===== src/flash_params.svh =====
// Named constants for the serial flash command front end.
// Assumes it is included by bare name wherever a constant is needed.
`ifndef FLASH_PARAMS_SVH
`define FLASH_PARAMS_SVH

// ----------------------------------------------------------------
// Command codes
// ----------------------------------------------------------------
`define OP_QUAD_ENTER  8'h35
`define OP_QUAD_RESET  8'hf5
`define OP_CRC         8'h9b
`define OP_READ        8'h03
`define OP_RD_STATUS   8'h05
`define OP_RD_FLAG     8'h70
`define OP_PROGRAM     8'h02
`define OP_SECT_ERASE  8'hd8
`define OP_SUB_ERASE   8'h20
`define OP_BULK_ERASE  8'hc7
`define OP_WR_STATUS   8'h01
`define OP_WR_NVCFG    8'hb1
`define OP_PROG_OTP    8'h42
`define OP_WR_VCFG     8'h81
`define OP_WR_EVCFG    8'h61
`define OP_WR_ENABLE   8'h06
`define OP_WR_DISABLE  8'h04
`define OP_CLR_FLAG    8'h50
`define OP_WR_EXTADDR  8'hc5
`define OP_WR_LOCK     8'he5
`define OP_SUSPEND     8'h75
`define OP_RESUME      8'h7a

// ----------------------------------------------------------------
// Check sequence and command frame layout
// ----------------------------------------------------------------
`define CRC_SUBCODE    8'h27
`define CRC_OPT_FULL   8'hff
`define CRC_OPT_RANGE  8'hfe
`define CRC_POLY       64'h42f0e1eba9ea3693
`define CRC_INIT       64'h0000000000000000
`define IDX_OPCODE     5'h00
`define IDX_SUB        5'h01
`define IDX_OPT        5'h02
`define IDX_CRC_FIRST  5'h03
`define IDX_CRC_LAST   5'h0a
`define IDX_START_LAST 5'h0e
`define IDX_STOP_LAST  5'h12
`define IDX_ADDR_LAST  5'h03
`define LEN_CRC_FULL   5'h0b
`define LEN_CRC_RANGE  5'h13
`define BYTE_CNT_MAX   5'h1f
`define SECT_HI        23
`define SECT_LO        16

`endif


===== src/flash_pkg.sv =====
// Types shared by the flash command front end.
// Assumes nothing beyond a SystemVerilog compiler.
package flash_pkg;

	// ----------------------------------------------------------------
	// Device states
	// ----------------------------------------------------------------
	typedef enum logic [1:0] {
		ST_STANDBY,
		ST_PROG_ERASE,
		ST_PGM_SUSPEND,
		ST_ERS_SUSPEND
	} dev_state_t;

endpackage


===== src/sync3.sv =====
// Three-stage pin synchroniser with agreement filter.
// Assumes each bit of din is asynchronous to clk.
`timescale 1ns/1ps
module sync3 #(
	parameter int W = 1
) (
	// Clock and reset.
	input  wire logic         clk,
	input  wire logic         resetn,
	// Pins in, filtered levels out.
	input  wire logic [W-1:0] din,
	output logic      [W-1:0] dout
);

	logic [W-1:0] s1_ff;
	logic [W-1:0] s2_ff;
	logic [W-1:0] s3_ff;
	logic [W-1:0] filt_ff;

	always_ff @(posedge clk)
	begin
		if (!resetn)
		begin
			s1_ff   <= '1;
			s2_ff   <= '1;
			s3_ff   <= '1;
			filt_ff <= '1;
		end
		else
		begin
			s1_ff <= din;
			s2_ff <= s1_ff;
			s3_ff <= s2_ff;
			for (int i = 0; i < W; i++)
			begin
				if (s2_ff[i] == s3_ff[i])
					filt_ff[i] <= s3_ff[i];
			end
		end
	end

	assign dout = filt_ff;

endmodule // sync3


===== src/crc64_byte.sv =====
// One byte step of the 64-bit check sum, least significant bit first.
// Assumes the caller holds the running value in its own register.
`timescale 1ns/1ps
`include "flash_params.svh"
module crc64_byte (
	// Running value and next data byte.
	input  wire logic [63:0] crc_in,
	input  wire logic [7:0]  data,
	// Value after the byte.
	output logic      [63:0] crc_out
);

	always_comb
	begin
		logic fb;
		fb      = 1'b0;
		crc_out = crc_in;
		for (int i = 0; i < 8; i++)
		begin
			fb      = crc_out[63] ^ data[i];
			crc_out = {crc_out[62:0], 1'b0} ^ (fb ? `CRC_POLY : 64'h0);
		end
	end

endmodule // crc64_byte


===== src/flash_cmd_ctrl.sv =====
// Command front end of a serial flash: framing, state gating, check sum.
// Assumes chip select, serial clock and data lines are raw pins, and the
// array side answers mem_req with one mem_valid pulse per byte.
`timescale 1ns/1ps
`include "flash_params.svh"
module flash_cmd_ctrl
	import flash_pkg::*;
#(
	parameter logic [31:0] ARRAY_BYTES = 32'h1000_0000
) (
	// Clock and reset.
	input  wire logic        clk,
	input  wire logic        resetn,
	// Serial pins.
	input  wire logic        cs_n,
	input  wire logic        sclk,
	input  wire logic [3:0]  serial_data_lines_in,
	output logic      [3:0]  serial_data_lines_out,
	output logic      [3:0]  serial_data_lines_oe,
	// Mode and array progress.
	input  wire logic        address_only_read_mode,
	input  wire logic        op_done,
	// Array byte port.
	output logic             mem_req,
	output logic      [31:0] mem_addr,
	input  wire logic        mem_valid,
	input  wire logic [7:0]  mem_data,
	// Accepted and refused commands.
	output logic             cmd_go,
	output logic             cmd_reject,
	output logic      [7:0]  cmd_code,
	output logic      [23:0] cmd_addr,
	// Status.
	output logic             quad_mode,
	output logic             status_busy,
	output logic             crc_busy,
	output logic             crc_pass,
	output logic             crc_fail,
	output logic             prog_fail_flag,
	output dev_state_t       dev_state
);

	// ----------------------------------------------------------------
	// Pin sampling and edges
	// ----------------------------------------------------------------
	logic [5:0]  pins;
	logic        cs_prev_ff;
	logic        sclk_prev_ff;
	logic        cs_rise;
	logic        cs_fall;
	logic        sclk_rise;
	logic        sclk_fall;

	sync3 #(.W(6)) u_sync (
		.clk    (clk),
		.resetn (resetn),
		.din    ({cs_n, sclk, serial_data_lines_in}),
		.dout   (pins)
	);

	always_ff @(posedge clk)
	begin
		if (!resetn)
		begin
			cs_prev_ff   <= 1'b1;
			sclk_prev_ff <= 1'b0;
		end
		else
		begin
			cs_prev_ff   <= pins[5];
			sclk_prev_ff <= pins[4];
		end
	end

	assign cs_rise   = pins[5] & ~cs_prev_ff;
	assign cs_fall   = ~pins[5] & cs_prev_ff;
	assign sclk_rise = ~pins[5] & pins[4] & ~sclk_prev_ff;
	assign sclk_fall = ~pins[5] & ~pins[4] & sclk_prev_ff;

	// ----------------------------------------------------------------
	// Byte assembly
	// ----------------------------------------------------------------
	logic        quad_ff;
	logic [7:0]  shift_ff;
	logic [2:0]  bit_cnt_ff;
	logic [4:0]  byte_cnt_ff;
	logic [3:0]  step;
	logic [3:0]  nxt_bits;
	logic [7:0]  nxt_byte;
	logic        byte_done;
	logic [7:0]  opcode_ff;
	logic [7:0]  sub_ff;
	logic [7:0]  opt_ff;
	logic [63:0] exp_crc_ff;
	logic [31:0] start_ff;
	logic [31:0] stop_ff;
	logic [23:0] addr_ff;

	assign step      = quad_ff ? 4'h4 : 4'h1;
	assign nxt_bits  = {1'b0, bit_cnt_ff} + step;
	assign byte_done = sclk_rise & nxt_bits[3];
	assign nxt_byte  = quad_ff ? {shift_ff[3:0], pins[3:0]} : {shift_ff[6:0], pins[0]};

	always_ff @(posedge clk)
	begin
		if (!resetn)
		begin
			shift_ff    <= 8'h00;
			bit_cnt_ff  <= 3'h0;
			byte_cnt_ff <= 5'h00;
			opcode_ff   <= 8'h00;
		end
		else if (cs_fall)
		begin
			bit_cnt_ff  <= 3'h0;
			byte_cnt_ff <= address_only_read_mode ? 5'h01 : 5'h00;
			opcode_ff   <= address_only_read_mode ? `OP_READ : 8'h00;
		end
		else if (sclk_rise)
		begin
			shift_ff   <= nxt_byte;
			bit_cnt_ff <= nxt_bits[2:0];
			if (byte_done && byte_cnt_ff != `BYTE_CNT_MAX)
				byte_cnt_ff <= byte_cnt_ff + 5'h01;
			if (byte_done && byte_cnt_ff == `IDX_OPCODE)
				opcode_ff <= nxt_byte;
		end
	end

	always_ff @(posedge clk)
	begin
		if (!resetn)
		begin
			sub_ff     <= 8'h00;
			opt_ff     <= 8'h00;
			exp_crc_ff <= 64'h0;
			start_ff   <= 32'h0;
			stop_ff    <= 32'h0;
			addr_ff    <= 24'h0;
		end
		else if (byte_done)
		begin
			if (byte_cnt_ff == `IDX_SUB)
				sub_ff <= nxt_byte;
			if (byte_cnt_ff == `IDX_OPT)
				opt_ff <= nxt_byte;
			if (byte_cnt_ff >= `IDX_CRC_FIRST && byte_cnt_ff <= `IDX_CRC_LAST)
				exp_crc_ff <= {nxt_byte, exp_crc_ff[63:8]};
			if (byte_cnt_ff > `IDX_CRC_LAST && byte_cnt_ff <= `IDX_START_LAST)
				start_ff <= {nxt_byte, start_ff[31:8]};
			if (byte_cnt_ff > `IDX_START_LAST && byte_cnt_ff <= `IDX_STOP_LAST)
				stop_ff <= {nxt_byte, stop_ff[31:8]};
			if (byte_cnt_ff != `IDX_OPCODE && byte_cnt_ff <= `IDX_ADDR_LAST)
				addr_ff <= {addr_ff[15:0], nxt_byte};
		end
	end

	// Protocol width changes as soon as the code byte is in.
	always_ff @(posedge clk)
	begin
		if (!resetn)
			quad_ff <= 1'b0;
		else if (byte_done && byte_cnt_ff == `IDX_OPCODE && nxt_byte == `OP_QUAD_ENTER)
			quad_ff <= 1'b1;
		else if (byte_done && byte_cnt_ff == `IDX_OPCODE && nxt_byte == `OP_QUAD_RESET)
			quad_ff <= 1'b0;
	end

	// ----------------------------------------------------------------
	// State gating
	// ----------------------------------------------------------------
	dev_state_t  state_ff;
	logic        crc_busy_ff;

	function automatic logic gate_ok(input logic [7:0] op, input dev_state_t st);
		case (op)
			`OP_RD_STATUS, `OP_RD_FLAG, `OP_QUAD_ENTER, `OP_QUAD_RESET:
				gate_ok = 1'b1;
			`OP_READ:
				gate_ok = (st != ST_PROG_ERASE);
			`OP_PROGRAM:
				gate_ok = (st == ST_STANDBY) || (st == ST_ERS_SUSPEND);
			`OP_SECT_ERASE, `OP_SUB_ERASE:
				gate_ok = (st == ST_STANDBY);
			`OP_WR_STATUS, `OP_WR_NVCFG, `OP_PROG_OTP, `OP_BULK_ERASE, `OP_CRC:
				gate_ok = (st == ST_STANDBY);
			`OP_WR_VCFG, `OP_WR_EVCFG, `OP_WR_ENABLE, `OP_WR_DISABLE, `OP_CLR_FLAG, `OP_WR_EXTADDR, `OP_WR_LOCK:
				gate_ok = (st != ST_PROG_ERASE);
			`OP_SUSPEND:
				gate_ok = (st == ST_PROG_ERASE);
			`OP_RESUME:
				gate_ok = (st == ST_PGM_SUSPEND) || (st == ST_ERS_SUSPEND);
			default:
				gate_ok = (st == ST_STANDBY);
		endcase
	endfunction

	logic        status_op;
	logic        op_ok;
	logic        crc_form_ok;
	logic        crc_full;
	logic        frame_ok;
	logic        exec;
	logic        blocked;
	logic        accept;
	logic        rd_go;
	logic        rd_ok;
	logic [7:0]  ers_sector_ff;
	logic        ers_is_sub_ff;
	logic        nested_ff;

	assign status_op   = (opcode_ff == `OP_RD_STATUS) || (opcode_ff == `OP_RD_FLAG);
	assign op_ok       = crc_busy_ff ? status_op : gate_ok(opcode_ff, state_ff);
	assign crc_full    = (opt_ff == `CRC_OPT_FULL);
	assign crc_form_ok = (opcode_ff != `OP_CRC) || ((sub_ff == `CRC_SUBCODE) &&
		((crc_full && byte_cnt_ff == `LEN_CRC_FULL) ||
		(opt_ff == `CRC_OPT_RANGE && byte_cnt_ff == `LEN_CRC_RANGE)));
	assign frame_ok    = (bit_cnt_ff == 3'h0) && (byte_cnt_ff != 5'h00) && (opcode_ff != `OP_READ) &&
		(opcode_ff != `OP_QUAD_ENTER) && (opcode_ff != `OP_QUAD_RESET);
	assign exec        = cs_rise & frame_ok;
	assign blocked     = (opcode_ff == `OP_PROGRAM) && (state_ff == ST_ERS_SUSPEND) &&
		(addr_ff[`SECT_HI:`SECT_LO] == ers_sector_ff);
	assign accept      = exec & op_ok & crc_form_ok & ~blocked;
	assign rd_go       = byte_done && byte_cnt_ff == `IDX_ADDR_LAST && opcode_ff == `OP_READ;
	assign rd_ok       = rd_go & op_ok;

	// Device state moves only on accepted commands and array completion.
	always_ff @(posedge clk)
	begin
		if (!resetn)
		begin
			state_ff      <= ST_STANDBY;
			ers_sector_ff <= 8'h00;
			ers_is_sub_ff <= 1'b0;
			nested_ff     <= 1'b0;
		end
		else
		begin
			case (state_ff)
				ST_STANDBY:
				begin
					if (accept && (opcode_ff == `OP_SECT_ERASE || opcode_ff == `OP_SUB_ERASE ||
						opcode_ff == `OP_BULK_ERASE))
					begin
						state_ff      <= ST_PROG_ERASE;
						ers_sector_ff <= addr_ff[`SECT_HI:`SECT_LO];
						ers_is_sub_ff <= (opcode_ff == `OP_SUB_ERASE);
						nested_ff     <= 1'b0;
					end
					else if (accept && opcode_ff == `OP_PROGRAM)
					begin
						state_ff      <= ST_PROG_ERASE;
						ers_is_sub_ff <= 1'b1;
						nested_ff     <= 1'b0;
					end
				end
				ST_PROG_ERASE:
				begin
					if (op_done)
						state_ff <= nested_ff ? ST_ERS_SUSPEND : ST_STANDBY;
					else if (accept && opcode_ff == `OP_SUSPEND)
						state_ff <= (ers_is_sub_ff || nested_ff) ? ST_PGM_SUSPEND : ST_ERS_SUSPEND;
				end
				ST_PGM_SUSPEND:
				begin
					if (accept && opcode_ff == `OP_RESUME)
						state_ff <= ST_PROG_ERASE;
				end
				ST_ERS_SUSPEND:
				begin
					if (accept && opcode_ff == `OP_RESUME)
					begin
						state_ff  <= ST_PROG_ERASE;
						nested_ff <= 1'b0;
					end
					else if (accept && opcode_ff == `OP_PROGRAM)
					begin
						state_ff  <= ST_PROG_ERASE;
						nested_ff <= 1'b1;
					end
				end
				default:
					state_ff <= ST_STANDBY;
			endcase
		end
	end

	// Failure flag: a new event wins over a clear in the same cycle.
	logic        fail_ff;

	always_ff @(posedge clk)
	begin
		if (!resetn)
			fail_ff <= 1'b0;
		else if (exec && blocked && op_ok)
			fail_ff <= 1'b1;
		else if (accept && opcode_ff == `OP_CLR_FLAG)
			fail_ff <= 1'b0;
	end

	logic        go_ff;
	logic        rej_ff;
	logic [7:0]  code_ff;
	logic [23:0] caddr_ff;

	always_ff @(posedge clk)
	begin
		if (!resetn)
		begin
			go_ff    <= 1'b0;
			rej_ff   <= 1'b0;
			code_ff  <= 8'h00;
			caddr_ff <= 24'h0;
		end
		else
		begin
			go_ff  <= accept | rd_ok;
			rej_ff <= (exec & ~accept) | (rd_go & ~rd_ok);
			if (exec || rd_go)
			begin
				code_ff  <= opcode_ff;
				caddr_ff <= rd_go ? {addr_ff[15:0], nxt_byte} : addr_ff;
			end
		end
	end

	// ----------------------------------------------------------------
	// Check sum engine and array port
	// ----------------------------------------------------------------
	logic        pend_ff;
	logic [31:0] maddr_ff;
	logic [31:0] end_ff;
	logic [63:0] crc_ff;
	logic [63:0] nxt_crc;
	logic        pass_ff;
	logic        cfail_ff;
	logic        crc_start;
	logic        crc_last;
	logic        rd_active_ff;
	logic [31:0] rd_addr_ff;
	logic [7:0]  out_ff;
	logic [2:0]  out_cnt_ff;
	logic        out_full_ff;
	logic [3:0]  dq_ff;
	logic [3:0]  nxt_out_cnt;

	crc64_byte u_crc (
		.crc_in  (crc_ff),
		.data    (mem_data),
		.crc_out (nxt_crc)
	);

	assign crc_start = accept && opcode_ff == `OP_CRC && !pend_ff;
	assign crc_last  = crc_busy_ff && mem_valid && pend_ff && maddr_ff >= end_ff;

	always_ff @(posedge clk)
	begin
		if (!resetn)
		begin
			crc_busy_ff <= 1'b0;
			crc_ff      <= `CRC_INIT;
			end_ff      <= 32'h0;
			pass_ff     <= 1'b0;
			cfail_ff    <= 1'b0;
		end
		else if (crc_start)
		begin
			crc_busy_ff <= 1'b1;
			crc_ff      <= `CRC_INIT;
			end_ff      <= crc_full ? ARRAY_BYTES - 32'h1 : stop_ff;
			pass_ff     <= 1'b0;
			cfail_ff    <= 1'b0;
		end
		else if (crc_busy_ff && mem_valid && pend_ff)
		begin
			crc_ff <= nxt_crc;
			if (crc_last)
			begin
				crc_busy_ff <= 1'b0;
				pass_ff     <= (nxt_crc == exp_crc_ff);
				cfail_ff    <= (nxt_crc != exp_crc_ff);
			end
		end
	end

	always_ff @(posedge clk)
	begin
		if (!resetn)
		begin
			pend_ff    <= 1'b0;
			maddr_ff   <= 32'h0;
			rd_addr_ff <= 32'h0;
		end
		else if (crc_start)
		begin
			pend_ff  <= 1'b1;
			maddr_ff <= crc_full ? 32'h0 : start_ff;
		end
		else if (pend_ff)
		begin
			if (mem_valid)
			begin
				pend_ff  <= crc_busy_ff && !crc_last;
				maddr_ff <= maddr_ff + 32'h1;
			end
		end
		else if (rd_ok)
			rd_addr_ff <= {8'h00, addr_ff[15:0], nxt_byte};
		else if (rd_active_ff && !out_full_ff && !crc_busy_ff)
		begin
			pend_ff    <= 1'b1;
			maddr_ff   <= rd_addr_ff;
			rd_addr_ff <= rd_addr_ff + 32'h1;
		end
	end

	// Read data leaves on falling clock edges over the active lines.
	assign nxt_out_cnt = {1'b0, out_cnt_ff} + step;

	always_ff @(posedge clk)
	begin
		if (!resetn)
		begin
			rd_active_ff <= 1'b0;
			out_ff       <= 8'h00;
			out_cnt_ff   <= 3'h0;
			out_full_ff  <= 1'b0;
			dq_ff        <= 4'h0;
		end
		else if (cs_rise || cs_fall)
		begin
			rd_active_ff <= 1'b0;
			out_full_ff  <= 1'b0;
		end
		else
		begin
			if (rd_ok)
				rd_active_ff <= 1'b1;
			if (rd_active_ff && pend_ff && mem_valid && !crc_busy_ff)
			begin
				out_ff      <= mem_data;
				out_cnt_ff  <= 3'h0;
				out_full_ff <= 1'b1;
			end
			else if (sclk_fall && out_full_ff)
			begin
				dq_ff       <= quad_ff ? out_ff[7:4] : {2'b00, out_ff[7], 1'b0};
				out_ff      <= quad_ff ? {out_ff[3:0], 4'h0} : {out_ff[6:0], 1'b0};
				out_cnt_ff  <= nxt_out_cnt[2:0];
				out_full_ff <= !nxt_out_cnt[3];
			end
		end
	end

	// ----------------------------------------------------------------
	// Outputs
	// ----------------------------------------------------------------
	assign serial_data_lines_out = dq_ff;
	assign serial_data_lines_oe  = rd_active_ff ? (quad_ff ? 4'hf : 4'h2) : 4'h0;
	assign mem_req        = pend_ff;
	assign mem_addr       = maddr_ff;
	assign cmd_go         = go_ff;
	assign cmd_reject     = rej_ff;
	assign cmd_code       = code_ff;
	assign cmd_addr       = caddr_ff;
	assign quad_mode      = quad_ff;
	assign status_busy    = crc_busy_ff | (state_ff == ST_PROG_ERASE);
	assign crc_busy       = crc_busy_ff;
	assign crc_pass       = pass_ff;
	assign crc_fail       = cfail_ff;
	assign prog_fail_flag = fail_ff;
	assign dev_state      = state_ff;

	// ----------------------------------------------------------------
	// Assertions
	// ----------------------------------------------------------------
	a_quad_enter_now: assert property (@(posedge clk) disable iff (!resetn)
		byte_done && byte_cnt_ff == `IDX_OPCODE && nxt_byte == `OP_QUAD_ENTER |=> quad_mode)
		else $error("quad mode not entered");
	a_quad_leave_now: assert property (@(posedge clk) disable iff (!resetn)
		byte_done && byte_cnt_ff == `IDX_OPCODE && nxt_byte == `OP_QUAD_RESET |=> !quad_mode)
		else $error("quad mode not left");
	a_crc_zero_start: assert property (@(posedge clk) disable iff (!resetn)
		crc_start |=> crc_ff == 64'h0 && crc_busy)
		else $error("check sum did not start from zero");
	a_crc_verdict: assert property (@(posedge clk) disable iff (!resetn)
		crc_last |=> crc_pass == (crc_ff == exp_crc_ff) && crc_fail != crc_pass)
		else $error("check verdict wrong");
	a_crc_on_cs: assert property (@(posedge clk) disable iff (!resetn)
		$rose(crc_busy) |-> $past(cs_rise))
		else $error("check started without chip select rise");
	a_suspend_gate: assert property (@(posedge clk) disable iff (!resetn)
		cmd_go && cmd_code == `OP_SUSPEND |-> $past(state_ff) == ST_PROG_ERASE)
		else $error("suspend accepted outside program or erase");
	a_erase_gate: assert property (@(posedge clk) disable iff (!resetn)
		cmd_go && (cmd_code == `OP_SECT_ERASE || cmd_code == `OP_SUB_ERASE) |-> $past(state_ff) == ST_STANDBY)
		else $error("erase accepted outside standby");
	a_status_always: assert property (@(posedge clk) disable iff (!resetn)
		exec && status_op |=> cmd_go && !cmd_reject)
		else $error("status read refused");
	a_blocked_prog: assert property (@(posedge clk) disable iff (!resetn)
		exec && blocked |=> prog_fail_flag && !cmd_go && state_ff == ST_ERS_SUSPEND)
		else $error("program to suspended sector not blocked");
	a_busy_shown: assert property (@(posedge clk) disable iff (!resetn)
		crc_busy |-> status_busy && !crc_pass && !crc_fail)
		else $error("busy or verdict wrong during check");
	a_verdict_hold: assert property (@(posedge clk) disable iff (!resetn)
		!crc_start && !crc_last |=> $stable(crc_pass) && $stable(crc_fail))
		else $error("check verdict changed outside a check");

	c_crc_pass: cover property (@(posedge clk) disable iff (!resetn) $rose(crc_pass));
	c_suspend: cover property (@(posedge clk) disable iff (!resetn) state_ff == ST_ERS_SUSPEND);
	c_quad_read: cover property (@(posedge clk) disable iff (!resetn) rd_ok && quad_mode);

endmodule // flash_cmd_ctrl


===== config.mk =====
export PLATFORM = sky130hd
export DESIGN_NAME = flash_cmd_ctrl
export DESIGN_NICKNAME = d
export VERILOG_FILES = /design/src/flash_pkg.sv /design/src/sync3.sv /design/src/crc64_byte.sv /design/src/flash_cmd_ctrl.sv
export VERILOG_INCLUDE_DIRS = /design/src
export SDC_FILE = /design/constraint.sdc
export NUM_CORES = 1
export LEC_CHECK = 0
export BUFFER_PORTS_ARGS = -buffer_cell sky130_fd_sc_hd__buf_2
export CAP_MARGIN = 20
export CORE_MARGIN = 4
export CORE_UTILIZATION = 30
export DETAILED_ROUTE_END_ITERATION = 7
export SLEW_MARGIN = 20
export SYNTH_ARGS = -nofsm -noshare
export SYNTH_HDL_FRONTEND = slang
export SYNTH_HIERARCHICAL = 1
export SYNTH_SLANG_ARGS = --single-unit
export TNS_END_PERCENT = 5

===== constraint.sdc =====
create_clock -name clk -period 3.11 [get_ports clk]
set_input_delay 0.4665 -clock clk [delete_from_list [all_inputs] [get_ports clk]]
set_output_delay 0.4665 -clock clk [all_outputs]
set_load 0.02 [all_outputs]

==> out/metrics.yaml <==
run_status:
  run_status: "completed"
floorplan:
  die_h_um: 276
  core.rowCount: 98
  core_um2: 71500
  start_util: 0.302
  die_area_um2: 76400
  ios: 102
  die_w_um: 276
power_and_ir_drop:
  clkPwrFrac: 0.474
  vdd_ir_drop_max_mv: 0.373
  powerDensity_nw_per_um2: 516
  p_sw_mw: 3.09
  comb_power_share: 0.090
  p_leak_nw: 8.84
  p_int_mw: 10.1
  seqPwrFrac: 0.436
  p_sw_frac: 0.235
  power_mw: 13.2
drt:
  drt_iter0_drc: 1690
  via_count: 18497
  drt_wl_total_um: 65300
  drcViolationCount: 0
  first_pass_iters: 5
  routed_via_density: 4.97
  ant_nets: 0
  routedWlPerCell_um: 17.6
worst_hold_path:
  hold_depth: 2
  min_from: "cs_n"
  hold_end: "u_sync/s1_ff[5]"
  hold_path_class: "input pin to flip-flop"
sta:
  fin_worst_skew_ps: 36.1
  drv_slew: 0
  hold_viol: 0
  max_slew_margin: 0.379
  fin_crit_ps: 2930
  finalSetupViolCount: 0
  holdWs_ps: 72.0
  period_share: 0.943
  worstMarginPinSlew_ps: 918
  setup_tns_ps: 0
  rsz0062_at_grt: "false"
  fmax_ghz: 0.341
  setup_ws_ps: 178
synth:
  yosys.area.top_type: "dfxtp_1"
  syn_area_um2: 21600
  netlist.area_leader.share: 0.413
  synth_area_per_cell_um2: 8.21
  ys_warn_count: 6
  synthCells: 2632
  synth-edff-count: 0
  synthTopCellsByArea: "dfxtp_1, nand2_1, xnor2_1"
  synth-seq-area-share: 0.413
  synth_common_cells: "nand2_1, dfxtp_1, a21oi_1"
  syn-num-nets: 2703
  ys_types: 91
  synth_most_common_cell: "nand2_1"
  synthArstFlopShare: 0
  synth_ff_type: "dfxtp_1"
  ys_ff_latch: 446
worst_setup_path:
  cpLargestDelayFamily: "simple AND/OR/NAND/NOR gates"
  worstPathRequired_ps: 3640
  r2r-start: "opcode_ff[0]"
  r2r_cells: 10
  rrSetupSlack_ps: 180
  critPathSlowestCell: "or4_1"
  cp-end-kind: "flip-flop"
  critPathMaxStageDelay_ps: 520
  worstReg2RegEnd: "rd_addr_ff[31]"
  crit_fanout: 11
  path_cells: "buf_4 > nand4bb_1 > nor4_1 > or3_1 > nor4_2 > buf_12 > a211oi_4 > nand4_2 > or4_1 > a21oi_1"
  arrival_ps: 3460
  crit_type: "flip-flop to flip-flop"
  crit_buf_inv: 2
  crit_path_start_kind: "flip-flop"
cts:
  clkTransAtPathRegs_ps: 60
  insertion_delay_ps: 600
  cts_tree: "done"
  clock-sinks: 446
  htreeDepth: 2
  cts_buffers: 49
  hold_buffers: 0
  root_buffer: "clkbuf_16"
  clock_path_buffers: 3
global_route:
  gr-total-overflow: 0
  grt_max_degree: 129
  grt_pass1_vias: 17348
  grt_pass1_wl_um: 102000
  grt_antenna_before_repair: 1
  gr-usage-all-layers: 0.165
cells_and_area:
  antenna_cells: 0
  drive_above_1_share: 0.137
  synthToLayoutAreaGrowth_pct: 18.1
  post-route-util: 0.357
  final_cell_area_um2: 25500
  fin_cells: 3720
  nets: 2808
placement:
  post-place-cells: 3634
  post_dp_cell_area_um2: 23700
  numPortBuffers: 101
  dp_slack_ps: 31.6
  gp_congestion: 0.902
  hpwl_um: 45500
flow_run:
  drv_cap: 0
[routing by layer]
| metal | routed length (µm) | share of wire | track usage |
|---|---|---|---|
| met4 | 1920 | 0.029 | 0.0490 |
| met3 | 3480 | 0.053 | 0.0280 |
| met1 | 30700 | 0.47 | 0.234 |
| met2 | 29200 | 0.45 | 0.257 |
| met5 | 12 | 0.00018 | 0 |
[layout by cell type (no fill, tap or decap), types with 9 or more instances in the layout]
cell / instances
a211oi_1: 65
a21o_1: 12
a21oi_1: 303
a22oi_1: 34
a311oi_1: 42
a31oi_1: 9
and3_1: 26
buf_12: 12
buf_2: 101
buf_4: 117
clkbuf_16: 50
clkbuf_8: 9
dfxtp_1: 440
ha_1: 52
inv_1: 54
mux2i_1: 39
nand2_1: 546
nand2b_1: 20
nand3_1: 45
nand4_1: 46
nor2_1: 210
nor3_1: 15
nor4_1: 9
o21ai_0: 83
or3_1: 13
xnor2_1: 199
xnor2_4: 9
xor2_1: 22
[repair_timing]
item                                    CTS  global route
resized for setup                         0            10
endpoints found under the setup margin    0            13
buffers inserted                          0             2
[flip-flops by register name (all words and copies together), names as in the netlist, 32 cells and up]
register	cells
crc_ff	64
exp_crc_ff	64
end_ff	32
mem_addr	32
rd_addr_ff	32
start_ff	32
stop_ff	32
[power by group through the flow]
stage / registers (mW) / clock network [mW] / logic [mW]
after floorplan: 5.86 / 0 / 0.753
after detailed placement: 5.86 / 0 / 1.16
final: 5.74 / 6.24 / 1.18
after global placement: 5.86 / 0 / 1.16
after CTS: 5.74 / 6.38 / 1.17
after global routing: 5.73 / 6.61 / 1.26
[final cells by class]
type	count	area [µm²]
fill	7342	46000
multi-input combinational	1954	11800
sequential	446	8940
timing repair buffer	230	1620
clock buffer	67	1410
tap	950	1190
clock inverter	17	307
inverter	56	218
[cell families after synthesis]
logic type               synth area share
AO/OA/AOI/OAI                       0.173
XOR/XNOR                            0.115
adder cells (fa/ha/maj)            0.0301
buffers and inverters              0.0427
flip-flops                          0.413
multiplexers                       0.0196
AND/OR/NAND/NOR                     0.207
[worst max-delay path by stage]
stage	start	depth (start not counted)	slack [ps]	to
finish	opcode_ff[0]	10	180	rd_addr_ff[31]
global route	opcode_ff[0]	10	20	rd_addr_ff[31]
CTS	opcode_ff[7]	8	90	rd_addr_ff[31]
detailed placement	mem_data[3]	12	30	crc_pass
global placement	mem_data[3]	12	80	crc_pass
floorplan	quad_mode	12	20	rd_addr_ff[31]
(Power assumes the default switching activity.)
